[config.mk]
export PLATFORM = sky130hd
export DESIGN_NAME = touch_converter_power_sequence_ctrl
export DESIGN_NICKNAME = d
export VERILOG_FILES = /design/src/verilog/touch_ctrl_pkg.sv /design/src/verilog/ms_tick_gen.sv /design/src/verilog/conversion_sequencer.sv /design/src/verilog/touch_converter_power_sequence_ctrl.sv
export SDC_FILE = /design/constraint.sdc
export NUM_CORES = 1
export LEC_CHECK = 0
export BUFFER_PORTS_ARGS = -buffer_cell sky130_fd_sc_hd__clkbuf_2
export CORE_UTILIZATION = 60
export CTS_CLUSTER_DIAMETER = 120
export DETAILED_ROUTE_END_ITERATION = 6
export HOLD_SLACK_MARGIN = 0.06
export PLACE_DENSITY = 0.79
export SLEW_MARGIN = 20
export SYNTH_ARGS = -nofsm -noshare
export SYNTH_HDL_FRONTEND = slang
export SYNTH_SLANG_ARGS = --single-unit
[constraint.sdc]
create_clock -name clock -period 3.93 [get_ports clock]
set_clock_uncertainty 0.05 [all_clocks]
set_input_delay 0.5895 -clock clock [delete_from_list [all_inputs] [get_ports clock]]
set_output_delay 0.5895 -clock clock [all_outputs]
set_load 0.01 [all_outputs]
[src/verilog/touch_ctrl_pkg.sv]
package touch_ctrl_pkg;

  // Register indices on the byte-wide register port
  localparam logic [9:0] OFFS_OP = 10'h000;
  localparam logic [9:0] OFFS_TRK = 10'h001;
  localparam logic [9:0] ADDR_MAX = 10'h3ff;

  // Reset values
  localparam logic [15:0] OP_RESET = 16'h0000;
  localparam logic [15:0] TRK_RESET = 16'h0000;

  // Field positions in operating_control
  localparam int POS_MODE = 0;
  localparam int POS_SLEEP = 2;
  localparam int POS_STAGES = 4;
  localparam int POS_DECIM = 8;
  localparam int POS_SOFT_RESET = 10;
  localparam int POS_IRQ_LEVEL = 11;
  localparam int POS_DRIVE_A = 12;
  localparam int POS_DRIVE_B = 13;
  localparam int POS_TRIM = 14;
  // Field positions in stage_tracking_enables
  localparam int POS_TRACK = 0;
  localparam int POS_ACTIVE_SKIP = 12;
  localparam int POS_IDLE_SKIP = 14;

  localparam logic [3:0] STAGE_LAST_MAX = 4'hb;
  localparam int STAGE_COUNT = 12;

  // Timing
  localparam int CLK_PERIOD_NS = 8;
  localparam int MS_NS = 1000000;
  localparam int MS_CYCLES = MS_NS / CLK_PERIOD_NS;
  localparam logic [9:0] FP_PERIOD_MS = 10'h024;
  localparam logic [9:0] LP_DELAY_0_MS = 10'h0c8;
  localparam logic [9:0] LP_DELAY_1_MS = 10'h190;
  localparam logic [9:0] LP_DELAY_2_MS = 10'h258;
  localparam logic [9:0] LP_DELAY_3_MS = 10'h320;
  localparam logic [8:0] DECIM_SLOW = 9'h100;
  localparam logic [8:0] DECIM_FAST = 9'h080;
  localparam logic [5:0] ACTIVE_SKIP_BASE = 6'h04;

  typedef enum logic [1:0] {
    MODE_FULL = 2'b00,
    MODE_OFF_A = 2'b01,
    MODE_LOW = 2'b10,
    MODE_OFF_B = 2'b11
  } power_mode_t;

  typedef enum logic [1:0] {
    DECIM_256 = 2'b00,
    DECIM_128 = 2'b01,
    DECIM_BAD_A = 2'b10,
    DECIM_BAD_B = 2'b11
  } decim_t;

  typedef struct packed {
    logic [1:0] converter_current_trim;
    logic drive_out_b_disable;
    logic drive_out_a_disable;
    logic irq_level_select;
    logic soft_reset_trigger;
    decim_t decimation;
    logic [3:0] stage_last;
    logic [1:0] sleep_interval_select;
    power_mode_t power_mode;
  } op_ctrl_t;

  typedef struct packed {
    logic [1:0] idle_sample_skip;
    logic [1:0] active_sample_skip;
    logic [11:0] stage_track_enable;
  } tracking_t;

endpackage

[src/verilog/ms_tick_gen.sv]
`timescale 1ns/10ps
module ms_tick_gen
  import touch_ctrl_pkg::*;
#(
  parameter int TICK_CYCLES = MS_CYCLES
) (
  // Clock and reset
  input wire logic clock,
  input wire logic resetn,
  // One-cycle enable each period
  output logic tick
);

  typedef struct packed {
    logic [31:0] count;
    logic tick;
  } tick_state_t;

  tick_state_t state;
  tick_state_t next_state;

  always_comb begin
    next_state = state;
    next_state.tick = 1'b0;
    if (state.count == 32'(TICK_CYCLES - 1)) begin
      next_state.count = 32'h0;
      next_state.tick = 1'b1;
    end else begin
      next_state.count = state.count + 32'h1;
    end
  end

  always_ff @(posedge clock or negedge resetn) begin
    if (!resetn) begin
      state <= '0;
    end else begin
      state <= next_state;
    end
  end

  assign tick = state.tick;

  a_tick_spacing: assert property (
    @(posedge clock) disable iff (!resetn)
    tick |-> state.count == 32'h0)
    else $error("tick out of phase with divider");

endmodule

[src/verilog/conversion_sequencer.sv]
`timescale 1ns/10ps
module conversion_sequencer
  import touch_ctrl_pkg::*;
(
  // Clock and reset
  input wire logic clock,
  input wire logic resetn,
  // Control
  input wire logic start,
  input wire logic [3:0] stage_last,
  input wire logic [17:0] stage_cycles,
  // Status
  output logic busy,
  output logic [3:0] stage,
  output logic done
);

  typedef enum logic {
    SEQ_IDLE = 1'b0,
    SEQ_RUN = 1'b1
  } seq_state_t;

  typedef struct packed {
    seq_state_t mode;
    logic [3:0] stage;
    logic [3:0] last;
    logic [17:0] count;
    logic done;
  } seq_reg_t;

  seq_reg_t state;
  seq_reg_t next_state;

  always_comb begin
    next_state = state;
    next_state.done = 1'b0;
    unique case (state.mode)
      SEQ_IDLE: begin
        if (start) begin
          next_state.mode = SEQ_RUN;
          next_state.stage = 4'h0;
          // Codes above twelve stages are clamped
          next_state.last = (stage_last > STAGE_LAST_MAX) ?
            STAGE_LAST_MAX : stage_last;
          next_state.count = stage_cycles;
        end
      end
      SEQ_RUN: begin
        if (state.count > 18'h1) begin
          next_state.count = state.count - 18'h1;
        end else if (state.stage == state.last) begin
          next_state.mode = SEQ_IDLE;
          next_state.done = 1'b1;
        end else begin
          next_state.stage = state.stage + 4'h1;
          next_state.count = stage_cycles;
        end
      end
    endcase
  end

  always_ff @(posedge clock or negedge resetn) begin
    if (!resetn) begin
      state <= '0;
    end else begin
      state <= next_state;
    end
  end

  assign busy = (state.mode == SEQ_RUN);
  assign stage = state.stage;
  assign done = state.done;

  a_stage_total: assert property (
    @(posedge clock) disable iff (!resetn)
    done |-> stage == state.last && state.last <= STAGE_LAST_MAX)
    else $error("sequence ended on wrong stage");

endmodule

[src/verilog/touch_converter_power_sequence_ctrl.sv]
// Functional notes
// - Mode 00 starts a conversion sequence 36 ms after the previous one ends.
// - Modes 01 and 11 shut down; no conversions start.
// - Mode 10 is low power; sequences start after a timed wait.
// - Low power wait is 200, 400, 600 or 800 ms by select code.
// - Stage field gives N+1 stages; host keeps it at most 1011.
// - Decimation 00 is by 256, 01 by 128; host avoids 10, 11.
// - Writing one to bit 10 restores defaults; bit never reads one.
// - Bit 12 zero enables first excitation output.
// - Bit 13 zero enables second excitation output.
// - Bits 15:14 set converter bias trim.
// - Tracking bits 0..11 enable calibration of matching stage.
// - Full power skip codes give 3, 7, 15 or 31 samples.
// - Low power skip codes give 0, 1, 2 or 3 samples.
// - Registers are 16 bits; written bytes pair high then low.
// - Readback gives high byte, then low, then pointer advances.
`timescale 1ns/10ps
module touch_converter_power_sequence_ctrl
  import touch_ctrl_pkg::*;
#(
  parameter int MS_TICK_CYCLES = MS_CYCLES,
  parameter int SAMPLE_CYCLES = 4
) (
  // Clock and reset
  input wire logic clock,
  input wire logic resetn,
  // Byte-wide register port
  input wire logic addr_load,
  input wire logic [9:0] addr_value,
  input wire logic wr_strobe,
  input wire logic [7:0] wr_byte,
  input wire logic rd_strobe,
  output logic [7:0] rd_byte,
  output logic rd_valid,
  // Sequencer status
  output logic converting,
  output logic [3:0] stage_index,
  output logic sequence_done,
  output logic [1:0] active_mode,
  // Converter controls
  output logic stage_track_now,
  output logic [4:0] sample_skip,
  output logic decimate_by_128,
  output logic drive_out_a_enable,
  output logic drive_out_b_enable,
  output logic [1:0] converter_current_trim,
  output logic irq_level_select
);

  typedef struct packed {
    op_ctrl_t op;
    tracking_t trk;
    logic [9:0] ptr;
    logic [7:0] hi_byte;
    logic wr_phase;
    logic rd_phase;
    logic [15:0] rd_word;
    logic [7:0] rd_byte;
    logic rd_valid;
    power_mode_t mode;
    logic [9:0] wait_ms;
    logic seq_start;
  } top_state_t;

  top_state_t state;
  top_state_t next_state;
  logic ms_tick;
  logic seq_busy;
  logic seq_done;
  logic [3:0] seq_stage;
  logic [17:0] stage_cycles;
  logic wr_commit;

  ////////////////////////////////////////////////////////////////////////

  function automatic logic [15:0] read_reg(input logic [9:0] addr,
                                           input op_ctrl_t op,
                                           input tracking_t trk);
    if (addr == OFFS_OP) begin
      read_reg = op;
    end else if (addr == OFFS_TRK) begin
      read_reg = trk;
    end else begin
      read_reg = 16'h0000;
    end
  endfunction

  // Pointer holds at the top so late bytes fall on nothing
  function automatic logic [9:0] ptr_step(input logic [9:0] ptr);
    ptr_step = (ptr == ADDR_MAX) ? ptr : ptr + 10'h001;
  endfunction

  function automatic logic [9:0] wait_target(input power_mode_t mode,
                                             input logic [1:0] sel);
    if (mode == MODE_FULL) begin
      wait_target = FP_PERIOD_MS;
    end else begin
      unique case (sel)
        2'b00: wait_target = LP_DELAY_0_MS;
        2'b01: wait_target = LP_DELAY_1_MS;
        2'b10: wait_target = LP_DELAY_2_MS;
        2'b11: wait_target = LP_DELAY_3_MS;
      endcase
    end
  endfunction

  function automatic logic [4:0] skip_count(input power_mode_t mode,
                                            input tracking_t trk);
    logic [5:0] full;
    full = (ACTIVE_SKIP_BASE << trk.active_sample_skip) - 6'h01;
    if (mode == MODE_LOW) begin
      skip_count = {3'h0, trk.idle_sample_skip};
    end else begin
      skip_count = full[4:0];
    end
  endfunction

  ////////////////////////////////////////////////////////////////////////

  assign wr_commit = wr_strobe && !addr_load && state.wr_phase;

  always_comb begin
    logic [15:0] word;
    word = {state.hi_byte, wr_byte};
    next_state = state;
    next_state.rd_valid = 1'b0;
    next_state.seq_start = 1'b0;

    if (addr_load) begin
      next_state.ptr = addr_value;
      next_state.wr_phase = 1'b0;
      next_state.rd_phase = 1'b0;
    end else if (wr_strobe) begin
      if (!state.wr_phase) begin
        next_state.hi_byte = wr_byte;
        next_state.wr_phase = 1'b1;
      end else begin
        next_state.wr_phase = 1'b0;
        next_state.ptr = ptr_step(state.ptr);
        if (state.ptr == OFFS_OP) begin
          if (word[POS_SOFT_RESET]) begin
            // Self-clearing: the trigger is never stored
            next_state.op = OP_RESET;
            next_state.trk = TRK_RESET;
          end else begin
            next_state.op = word;
          end
        end else if (state.ptr == OFFS_TRK) begin
          next_state.trk = word;
        end
      end
    end else if (rd_strobe) begin
      next_state.rd_valid = 1'b1;
      if (!state.rd_phase) begin
        next_state.rd_word = read_reg(state.ptr, state.op, state.trk);
        next_state.rd_byte = next_state.rd_word[15:8];
        next_state.rd_phase = 1'b1;
      end else begin
        next_state.rd_byte = state.rd_word[7:0];
        next_state.rd_phase = 1'b0;
        next_state.ptr = ptr_step(state.ptr);
      end
    end

    // Mode is taken over only while no sequence runs
    if (!seq_busy && !state.seq_start) begin
      if (state.mode != state.op.power_mode) begin
        next_state.mode = state.op.power_mode;
        next_state.wait_ms = 10'h000;
      end else if (state.mode == MODE_FULL || state.mode == MODE_LOW) begin
        if (ms_tick) begin
          if (state.wait_ms == wait_target(state.mode,
              state.op.sleep_interval_select) - 10'h001) begin
            next_state.wait_ms = 10'h000;
            next_state.seq_start = 1'b1;
          end else begin
            next_state.wait_ms = state.wait_ms + 10'h001;
          end
        end
      end else begin
        next_state.wait_ms = 10'h000;
      end
    end
  end

  always_ff @(posedge clock or negedge resetn) begin
    if (!resetn) begin
      state <= '0;
    end else begin
      state <= next_state;
    end
  end

  ////////////////////////////////////////////////////////////////////////

  // Codes 10 and 11 are forbidden; they fall back to the slow rate
  assign stage_cycles = 18'((state.op.decimation == DECIM_128 ?
    DECIM_FAST : DECIM_SLOW) * SAMPLE_CYCLES);

  ms_tick_gen #(
    .TICK_CYCLES(MS_TICK_CYCLES)
  ) u_ms_tick (
    .clock(clock),
    .resetn(resetn),
    .tick(ms_tick)
  );

  conversion_sequencer u_sequencer (
    .clock(clock),
    .resetn(resetn),
    .start(state.seq_start),
    .stage_last(state.op.stage_last),
    .stage_cycles(stage_cycles),
    .busy(seq_busy),
    .stage(seq_stage),
    .done(seq_done)
  );

  assign rd_byte = state.rd_byte;
  assign rd_valid = state.rd_valid;
  assign converting = seq_busy;
  assign stage_index = seq_stage;
  assign sequence_done = seq_done;
  assign active_mode = state.mode;
  assign stage_track_now = seq_busy &&
    state.trk.stage_track_enable[seq_stage];
  assign sample_skip = skip_count(state.mode, state.trk);
  assign decimate_by_128 = (state.op.decimation == DECIM_128);
  assign drive_out_a_enable = !state.op.drive_out_a_disable;
  assign drive_out_b_enable = !state.op.drive_out_b_disable;
  assign converter_current_trim = state.op.converter_current_trim;
  assign irq_level_select = state.op.irq_level_select;

  ////////////////////////////////////////////////////////////////////////

  a_off_no_start: assert property (
    @(posedge clock) disable iff (!resetn)
    (state.mode == MODE_OFF_A || state.mode == MODE_OFF_B) &&
    state.op.power_mode == state.mode |=> !state.seq_start)
    else $error("conversion started while shut down");

  a_full_period: assert property (
    @(posedge clock) disable iff (!resetn)
    !state.seq_start ##1 state.seq_start && state.mode == MODE_FULL
    |-> $past(state.wait_ms) == FP_PERIOD_MS - 10'h001)
    else $error("full power period wrong");

  a_low_interval: assert property (
    @(posedge clock) disable iff (!resetn)
    state.seq_start && state.mode == MODE_LOW |->
    $past(state.wait_ms) == wait_target(MODE_LOW,
    $past(state.op.sleep_interval_select)) - 10'h001)
    else $error("low power interval wrong");

  a_start_runs: assert property (
    @(posedge clock) disable iff (!resetn)
    state.seq_start |-> !seq_busy ##1 seq_busy)
    else $error("start did not begin a sequence");

  a_soft_reset_all: assert property (
    @(posedge clock) disable iff (!resetn)
    wr_commit && state.ptr == OFFS_OP && state.hi_byte[2] |=>
    state.op == OP_RESET && state.trk == TRK_RESET)
    else $error("soft reset did not restore defaults");

  a_trigger_clear: assert property (
    @(posedge clock) disable iff (!resetn)
    wr_commit && state.ptr == OFFS_OP |=> !state.op.soft_reset_trigger)
    else $error("soft reset bit was stored");

  a_drive_a_write: assert property (
    @(posedge clock) disable iff (!resetn)
    wr_commit && state.ptr == OFFS_OP && !state.hi_byte[2] |=>
    drive_out_a_enable == !$past(state.hi_byte[4]))
    else $error("first excitation enable wrong");

  a_drive_b_write: assert property (
    @(posedge clock) disable iff (!resetn)
    wr_commit && state.ptr == OFFS_OP && !state.hi_byte[2] |=>
    drive_out_b_enable == !$past(state.hi_byte[5]))
    else $error("second excitation enable wrong");

  a_track_write: assert property (
    @(posedge clock) disable iff (!resetn)
    wr_commit && state.ptr == OFFS_TRK |=>
    state.trk == $past({state.hi_byte, wr_byte}))
    else $error("tracking word not stored high byte first");

  a_read_order: assert property (
    @(posedge clock) disable iff (!resetn)
    rd_strobe && !addr_load && !wr_strobe && !state.rd_phase &&
    state.ptr == OFFS_OP ##1 rd_strobe && !addr_load && !wr_strobe
    |=> rd_valid && rd_byte == $past(state.op[7:0], 2) &&
    state.ptr == OFFS_TRK)
    else $error("readback order or pointer wrong");

  a_read_high: assert property (
    @(posedge clock) disable iff (!resetn)
    rd_strobe && !addr_load && !wr_strobe && !state.rd_phase &&
    state.ptr == OFFS_TRK |=>
    rd_valid && rd_byte == $past(state.trk[15:8]))
    else $error("readback high byte wrong");

  a_read_answer: assert property (
    @(posedge clock) disable iff (!resetn)
    rd_valid |-> $past(rd_strobe && !addr_load && !wr_strobe))
    else $error("read answer without request");

  a_mode_held: assert property (
    @(posedge clock) disable iff (!resetn)
    seq_busy && $past(seq_busy) |-> $stable(state.mode))
    else $error("mode changed inside a sequence");

endmodule

==> impl_metrics.py, run 1 <==
metrics = {
    "outcome": {
        "outcome": "complete, no violations",
    },
    "routing": {
        "antenna_left": 0,
        "drt_wl_total_mm": 16.71,
        "drc": 0,
        "vias": 5958,
        "via_per_inst": 5.952,
        "wl_per_cell_um": 16.69,
        "drt_first_pass_iters": 5,
        "first_iter_violations": 601,
    },
    "finish": {
        "utilization_pct": 69.51,
        "n_fill_cell": 913,
        "drive_gt1_share_pct": 14.89,
        "finalNetCount": 856,
        "final_cells": 1001,
        "area_growth_syn_to_layout_pct": 12.36,
        "antenna_cells": 0,
    },
    "floorplanning": {
        "die_x_um": 113.8,
        "io_pins": 52,
        "core-area_mm2": 0.01211,
        "die-area_mm2": 0.01294,
        "die_y_um": 113.8,
        "start_util_pct": 61.87,
        "core.rowCount": 40,
    },
    "clock_network": {
        "root_buffer": "clkbuf_16",
        "cts_tree": "yes",
        "clk_latency_ns": 0.43,
        "clock_path_buffers": 2,
        "cts_setup_buffers": 0,
        "cts_resized": 0,
        "ctsHoldBuffers": 0,
        "clock_sinks": 142,
        "htree_levels": 4,
        "numCtsBuffers": 17,
        "clkTransAtPathRegs_ns": 0.06,
    },
    "timing": {
        "hold_ws_ns": 0.1188,
        "period_minus_slack_ns": 2.924,
        "period_share_pct": 74.41,
        "hold_viol_final": 0,
        "rsz0062_at_grt": "false",
        "clock.fmax_mhz": 342.0,
        "finalSetupViolCount": 0,
        "setup_tns_ns": 0,
        "slew_headroom_pct": 38.15,
        "drv_slew": 0,
        "max_slew.worst_pin.slew_ns": 0.9276,
    },
    "placement": {
        "place_hpwl_mm": 11.25,
        "dp.cells": 969,
        "portBuffers": 51,
        "gp_congestion": 0.7944,
    },
    "flow_run": {
        "cap_violations": 0,
    },
    "grt": {
        "grt_pass1_vias": 5977,
        "grt_first_pass_wirelength_mm": 28.32,
        "antenna_found_initial": 0,
        "grt_use_total_pct": 27.95,
        "grt_overflow": 0,
        "grt_max_degree": 75,
    },
    "logic_synthesis": {
        "syn_nets": 831,
        "synth_commonest_cells": "142 x dfrtp_1, 105 x nand2_1, 76 x o21ai_0, 60 x nor2_1, 33 x nand3_1",
        "syn_area_mm2": 0.007493,
        "synth_top_cell_by_area": "dfrtp_1",
        "yosysMostFrequentCell": "dfrtp_1",
        "yosys_most_used_dff": "dfrtp_1",
        "synth_top_area_share_pct": 47.42,
        "ys_types": 67,
        "syn_area_per_cell_um2": 9.426,
        "synth_seq_cells": 142,
        "synth_enable_flop_cells": 0,
        "yosysSeqAreaShare_pct": 47.42,
        "synth_cells": 795,
        "ys_warn_count": 0,
        "ys_async_sr_fraction_pct": 100.0,
        "synth_area_leaders": "dfrtp_1 47%, nand2_1 5.3%, o21ai_0 5.1%",
    },
    "setup_path": {
        "endpoint_kind": "flip-flop",
        "start_kind": "flip-flop",
        "crit_fanout": 12,
        "rrSetupSlack_ns": 1.01,
        "worst_r2r_endpoint": "state[9]",
        "crit_type": "reg -> reg",
        "critPathArrivalTime_ns": 3.16,
        "required_ns": 4.17,
        "r2r_cells": 8,
        "timing.rr.start": "state[76]",
    },
    "power_and_ir_drop": {
        "pwr-share-clk_pct": 50.2,
        "p_comb_share_pct": 6.1,
        "leakage_nw": 3.752,
        "pwr-share-seq_pct": 43.7,
        "p_int_mw": 2.822,
        "p_sw_mw": 0.8232,
        "finalPower_mw": 3.645,
        "p_per_area_mw_per_mm2": 432.9,
        "peakVddDrop_uv": 301.4,
        "switching_share_pct": 22.58,
    },
    "min_path": {
        "hold_path.class": "in -> async",
    },
}
-- sequential cells by signal, indices dropped and copies added (netlist names) --
signal and flops:
state 67, u_ms_tick.state 32, u_sequencer.state 22, rd_byte 8, u_sequencer.stage 4, active_mode 2
converter_current_trim 2, irq_level_select 1, rd_valid 1, u_ms_tick.tick 1, u_sequencer.busy 1, u_sequencer.done 1
-- worst max path at each step --
stage	start	end	slack, ns	cells after the start
detailed placement	state[76]	state[1]	1.14	8
finish	state[76]	state[9]	1.01	8
global route	state[76]	state[1]	0.77	8
global placement	state[76]	state[1]	1.30	8
floorplan	state[76]	state[4]	1.58	9
CTS	state[76]	state[1]	1.07	8
-- worst max-delay path: stages, from the launching register on --
cell and delay (ns):
dfrtp_1 0.44, inv_1 0.11, ha_1 0.40, nor3_1 0.45
nand2_1 0.09, o22ai_1 0.19, nand4_1 0.36, nor3_1 0.52
o31ai_1 0.17
-- routing by layer --
layer / share of wire, % / vias up / global-route usage, %
li1: - / 2837 / -
met1: 43 / 2918 / 35.47
met2: 50 / 175 / 46.26
met3: 5.3 / 28 / 7.014
met4: 2.0 / 0 / 10.70
met5: 0 / - / 0
-- logic make-up (layout without fill, tap and decap cells) --
| kind of cell | after synthesis | after routing | synth area share [%] |
|---|---|---|---|
| simple gates | 325 | 325 | 21.87 |
| compound gates | 169 | 169 | 14.06 |
| flops | 142 | 142 | 47.42 |
| buf+inv | 71 | 109 | 4.575 |
| xor+xnor | 55 | 55 | 6.428 |
| mux | 20 | 20 | 3.473 |
| fa+ha+maj | 13 | 13 | 2.171 |
-- cells in the final DEF (no fill, tap or decap), types with 24 or more instances in the layout --
master / instances
xnor2_1: 31
a21oi_1: 24
dfrtp_1: 142
xor2_1: 24
o21ai_0: 74
nand2_1: 105
nor2_1: 60
nand3_1: 33
clkbuf_2: 50
-- stage by stage --
stage          area, µm²  worst slack, ns
2_1_floorplan       7493            1.582
3_3_place_gp        7750            1.301
3_5_place_dp        7750            1.136
4_1_cts             8419            1.074
5_1_grt             8419           0.7654
6_report            8419            1.006
-- power groups by stage --
stage          Clock, mW  Combinational (mW)  Sequential, mW
2_1_floorplan          0               0.163            1.59
5_1_grt             1.90               0.254            1.60
6_report            1.83               0.222            1.59
4_1_cts             1.84               0.225            1.59
3_5_place_dp           0               0.223            1.62
3_3_place_gp           0               0.214            1.61
-- layout make-up --
cell class	count	area, µm²	share of cell area, %
clock inverter	13	236.5	2.809
timing repair buffer	59	321.6	3.819
clock buffer	19	432.9	5.142
multi-input combinational	582	3597	42.73
sequential	142	3553	42.21
inverter	18	67.56	0.8025
tap	168	210.2	2.497
(Power assumes the default switching activity.)
==> run 2, diff against run 1 <==
CORE_UTILIZATION = 55   (was 60)
PLACE_DENSITY = 0.77   (was 0.79)
clock period = 2.6 ns   (was 3.93 ns; I/O delays follow)
==> impl_metrics.py, run 2 (synthesis results as in run 1) <==
metrics = {
    "finish": {
        "drive_gt1_share_pct": 16.82,
        "regMostFlops": "state",
        "fin_area_mm2": 0.008478,
        "antenna_cells": 0,
        "utilization_pct": 64.02,
        "reg_top3": "state: 67 flops, u_ms_tick.state: 32 flops, u_sequencer.state: 22 flops",
        "largest_reg_flops": 67,
        "layout_commonest_cell": "dfrtp_1",
        "mostFrequentLayoutCells": "142 x dfrtp_1, 105 x nand2_1, 74 x o21ai_0",
        "final_cells": 1026,
        "n_fill_cell": 1075,
        "finalNetCount": 875,
        "area_growth_syn_to_layout_pct": 13.14,
    },
    "floorplanning": {
        "start_util_pct": 56.59,
        "io_pins": 52,
        "die_x_um": 118.7,
        "core-area_mm2": 0.01324,
        "core.rowCount": 42,
        "die-area_mm2": 0.01410,
        "die_y_um": 118.7,
    },
    "grt": {
        "grt_max_degree": 65,
        "grt_overflow": 0,
        "antenna_found_initial": 0,
        "grt_pass1_vias": 5805,
        "grt_use_total_pct": 25.09,
        "grt_first_pass_wirelength_mm": 28.08,
    },
    "clock_network": {
        "htree_levels": 4,
        "cts_tree": "yes",
        "root_buffer": "clkbuf_16",
        "clock_sinks": 142,
        "numCtsBuffers": 17,
        "clkTransAtPathRegs_ns": 0.05,
        "clock_path_buffers": 2,
        "clk_latency_ns": 0.42,
    },
    "min_path": {
        "hold_path.class": "in -> reg",
    },
    "placement": {
        "postPlaceCellArea_mm2": 0.007900,
        "place_hpwl_mm": 11.45,
        "dp.cells": 994,
        "post-place-ws_ns": -0.1791,
        "gp_congestion": 0.8936,
        "portBuffers": 51,
    },
    "timing": {
        "max_slew.worst_pin.slew_ns": 0.7168,
        "clock.fmax_mhz": 404.0,
        "slew_headroom_pct": 52.00,
        "hold_viol_final": 0,
        "period_share_pct": 95.20,
        "period_minus_slack_ns": 2.475,
        "setup_tns_ns": 0,
        "setup_slack_ns": 0.1247,
        "drv_slew": 0,
        "finalSetupViolCount": 0,
    },
    "setup_path": {
        "cp_slowest_stage_delay_ns": 0.43,
        "crit_slowest_cell": "dfrtp_1",
        "crit_path_cell_trace": "ha_1 > or3_1 > a221o_1 > a31o_1 > o311ai_0 > nand3_1",
        "required_ns": 2.84,
        "crit_family": "compound AO/OA/AOI/OAI gates",
        "crit_fanout": 12,
        "crit_buf_inv": 0,
        "critPathArrivalTime_ns": 2.71,
        "start_kind": "flip-flop",
        "crit_type": "reg -> reg",
        "endpoint_kind": "flip-flop",
    },
    "routing": {
        "drt_wl_total_mm": 16.35,
        "antenna_left": 0,
        "first_iter_violations": 568,
        "drc": 0,
        "drt_first_pass_iters": 5,
        "wl_per_cell_um": 15.94,
        "vias": 5935,
        "via_per_inst": 5.785,
    },
    "power_and_ir_drop": {
        "p_per_area_mw_per_mm2": 591.3,
        "peakVddDrop_uv": 558.8,
        "leakage_nw": 3.805,
    },
    "flow_run": {
        "cap_violations": 0,
    },
    "outcome": {
        "outcome": "complete, no violations",
    },
}
run 2: cell types whose count changed in the layout (fill, tap and decap cells not counted), moves of 3 or more:
cell        delta
bufinv_16      -5
clkinv_2       +5
clkbuf_8       +4
clkinvlp_4     -3
buf_4         +17
run 2: final timing paths:
| path | end | cells past startpoint | slack [ns] | from |
|---|---|---|---|---|
| setup reg to reg | state[5] | 6 | 0.12 | state[76] |
| setup / recovery | state[5] | 6 | 0.12 | state[76] |
| min in group asynchronous | u_sequencer.state[6] | 2 | 0.44 | resetn |
| hold / removal | state[57] | 3 | 0.13 | addr_value[9] |
| hold reg to reg | u_ms_tick.state[1] | 1 | 0.41 | u_ms_tick.state[1] |
| max in group asynchronous | u_ms_tick.state[17] | 3 | 1.30 | resetn |
run 2: timing repair:
action / 4_1_cts / 5_1_grt
hold buffers: 1 / 0
buffers inserted: 1 / 0
pin swaps: 1 / 0
endpoints found under the hold margin: 49 / 0
cloned: 0 / 0
endpoints found under the setup margin: 11 / 11
resized for setup: 1 / 4
run 2: where the power goes:
group          internal [mW]  total (mW)  leakage, nW  switching, mW
clock network           1.40        2.26        0.274          0.862
registers               2.31        2.40         1.90         0.0918
logic                  0.159       0.352         1.63          0.193
total                   3.87        5.01         3.80           1.15
run 2: layout make-up:
cell class | count | area [µm²] | share of cell area (%)
clock inverters | 7 | 62.56 | 0.7379
multi-input cells | 582 | 3607 | 42.55
repair buffers | 78 | 479.2 | 5.652
clock buffers | 23 | 488.0 | 5.756
well taps | 176 | 220.2 | 2.597
flip-flops and latches | 142 | 3553 | 41.91
inverters | 18 | 67.56 | 0.7969
run 2: routing by layer:
| layer | GRT usage, % | up-vias | wire, µm |
|---|---|---|---|
| met5 | 0 | - | 0 |
| met4 | 9.019 | 0 | 243 |
| li1 | - | 2878 | - |
| met1 | 34.10 | 2898 | 7455 |
| met2 | 39.95 | 137 | 7934 |
| met3 | 4.971 | 22 | 719 |
run 2: metrics by stage:
step / hold slack, ns / total power [mW]
floorplan: 0.04441 / 2.652
global placement: 0.3131 / 2.772
detailed placement: 0.3206 / 2.791
CTS: 0.1124 / 5.058
global route: 0.1368 / 5.204
finish: 0.1286 / 5.013
run 2: worst register-to-register path, cell delays in order (launching register included):
cell and delay [ns]:
dfrtp_1 0.43, ha_1 0.30, or3_1 0.37, a221o_1 0.30, a31o_1 0.35, o311ai_0 0.42, nand3_1 0.12
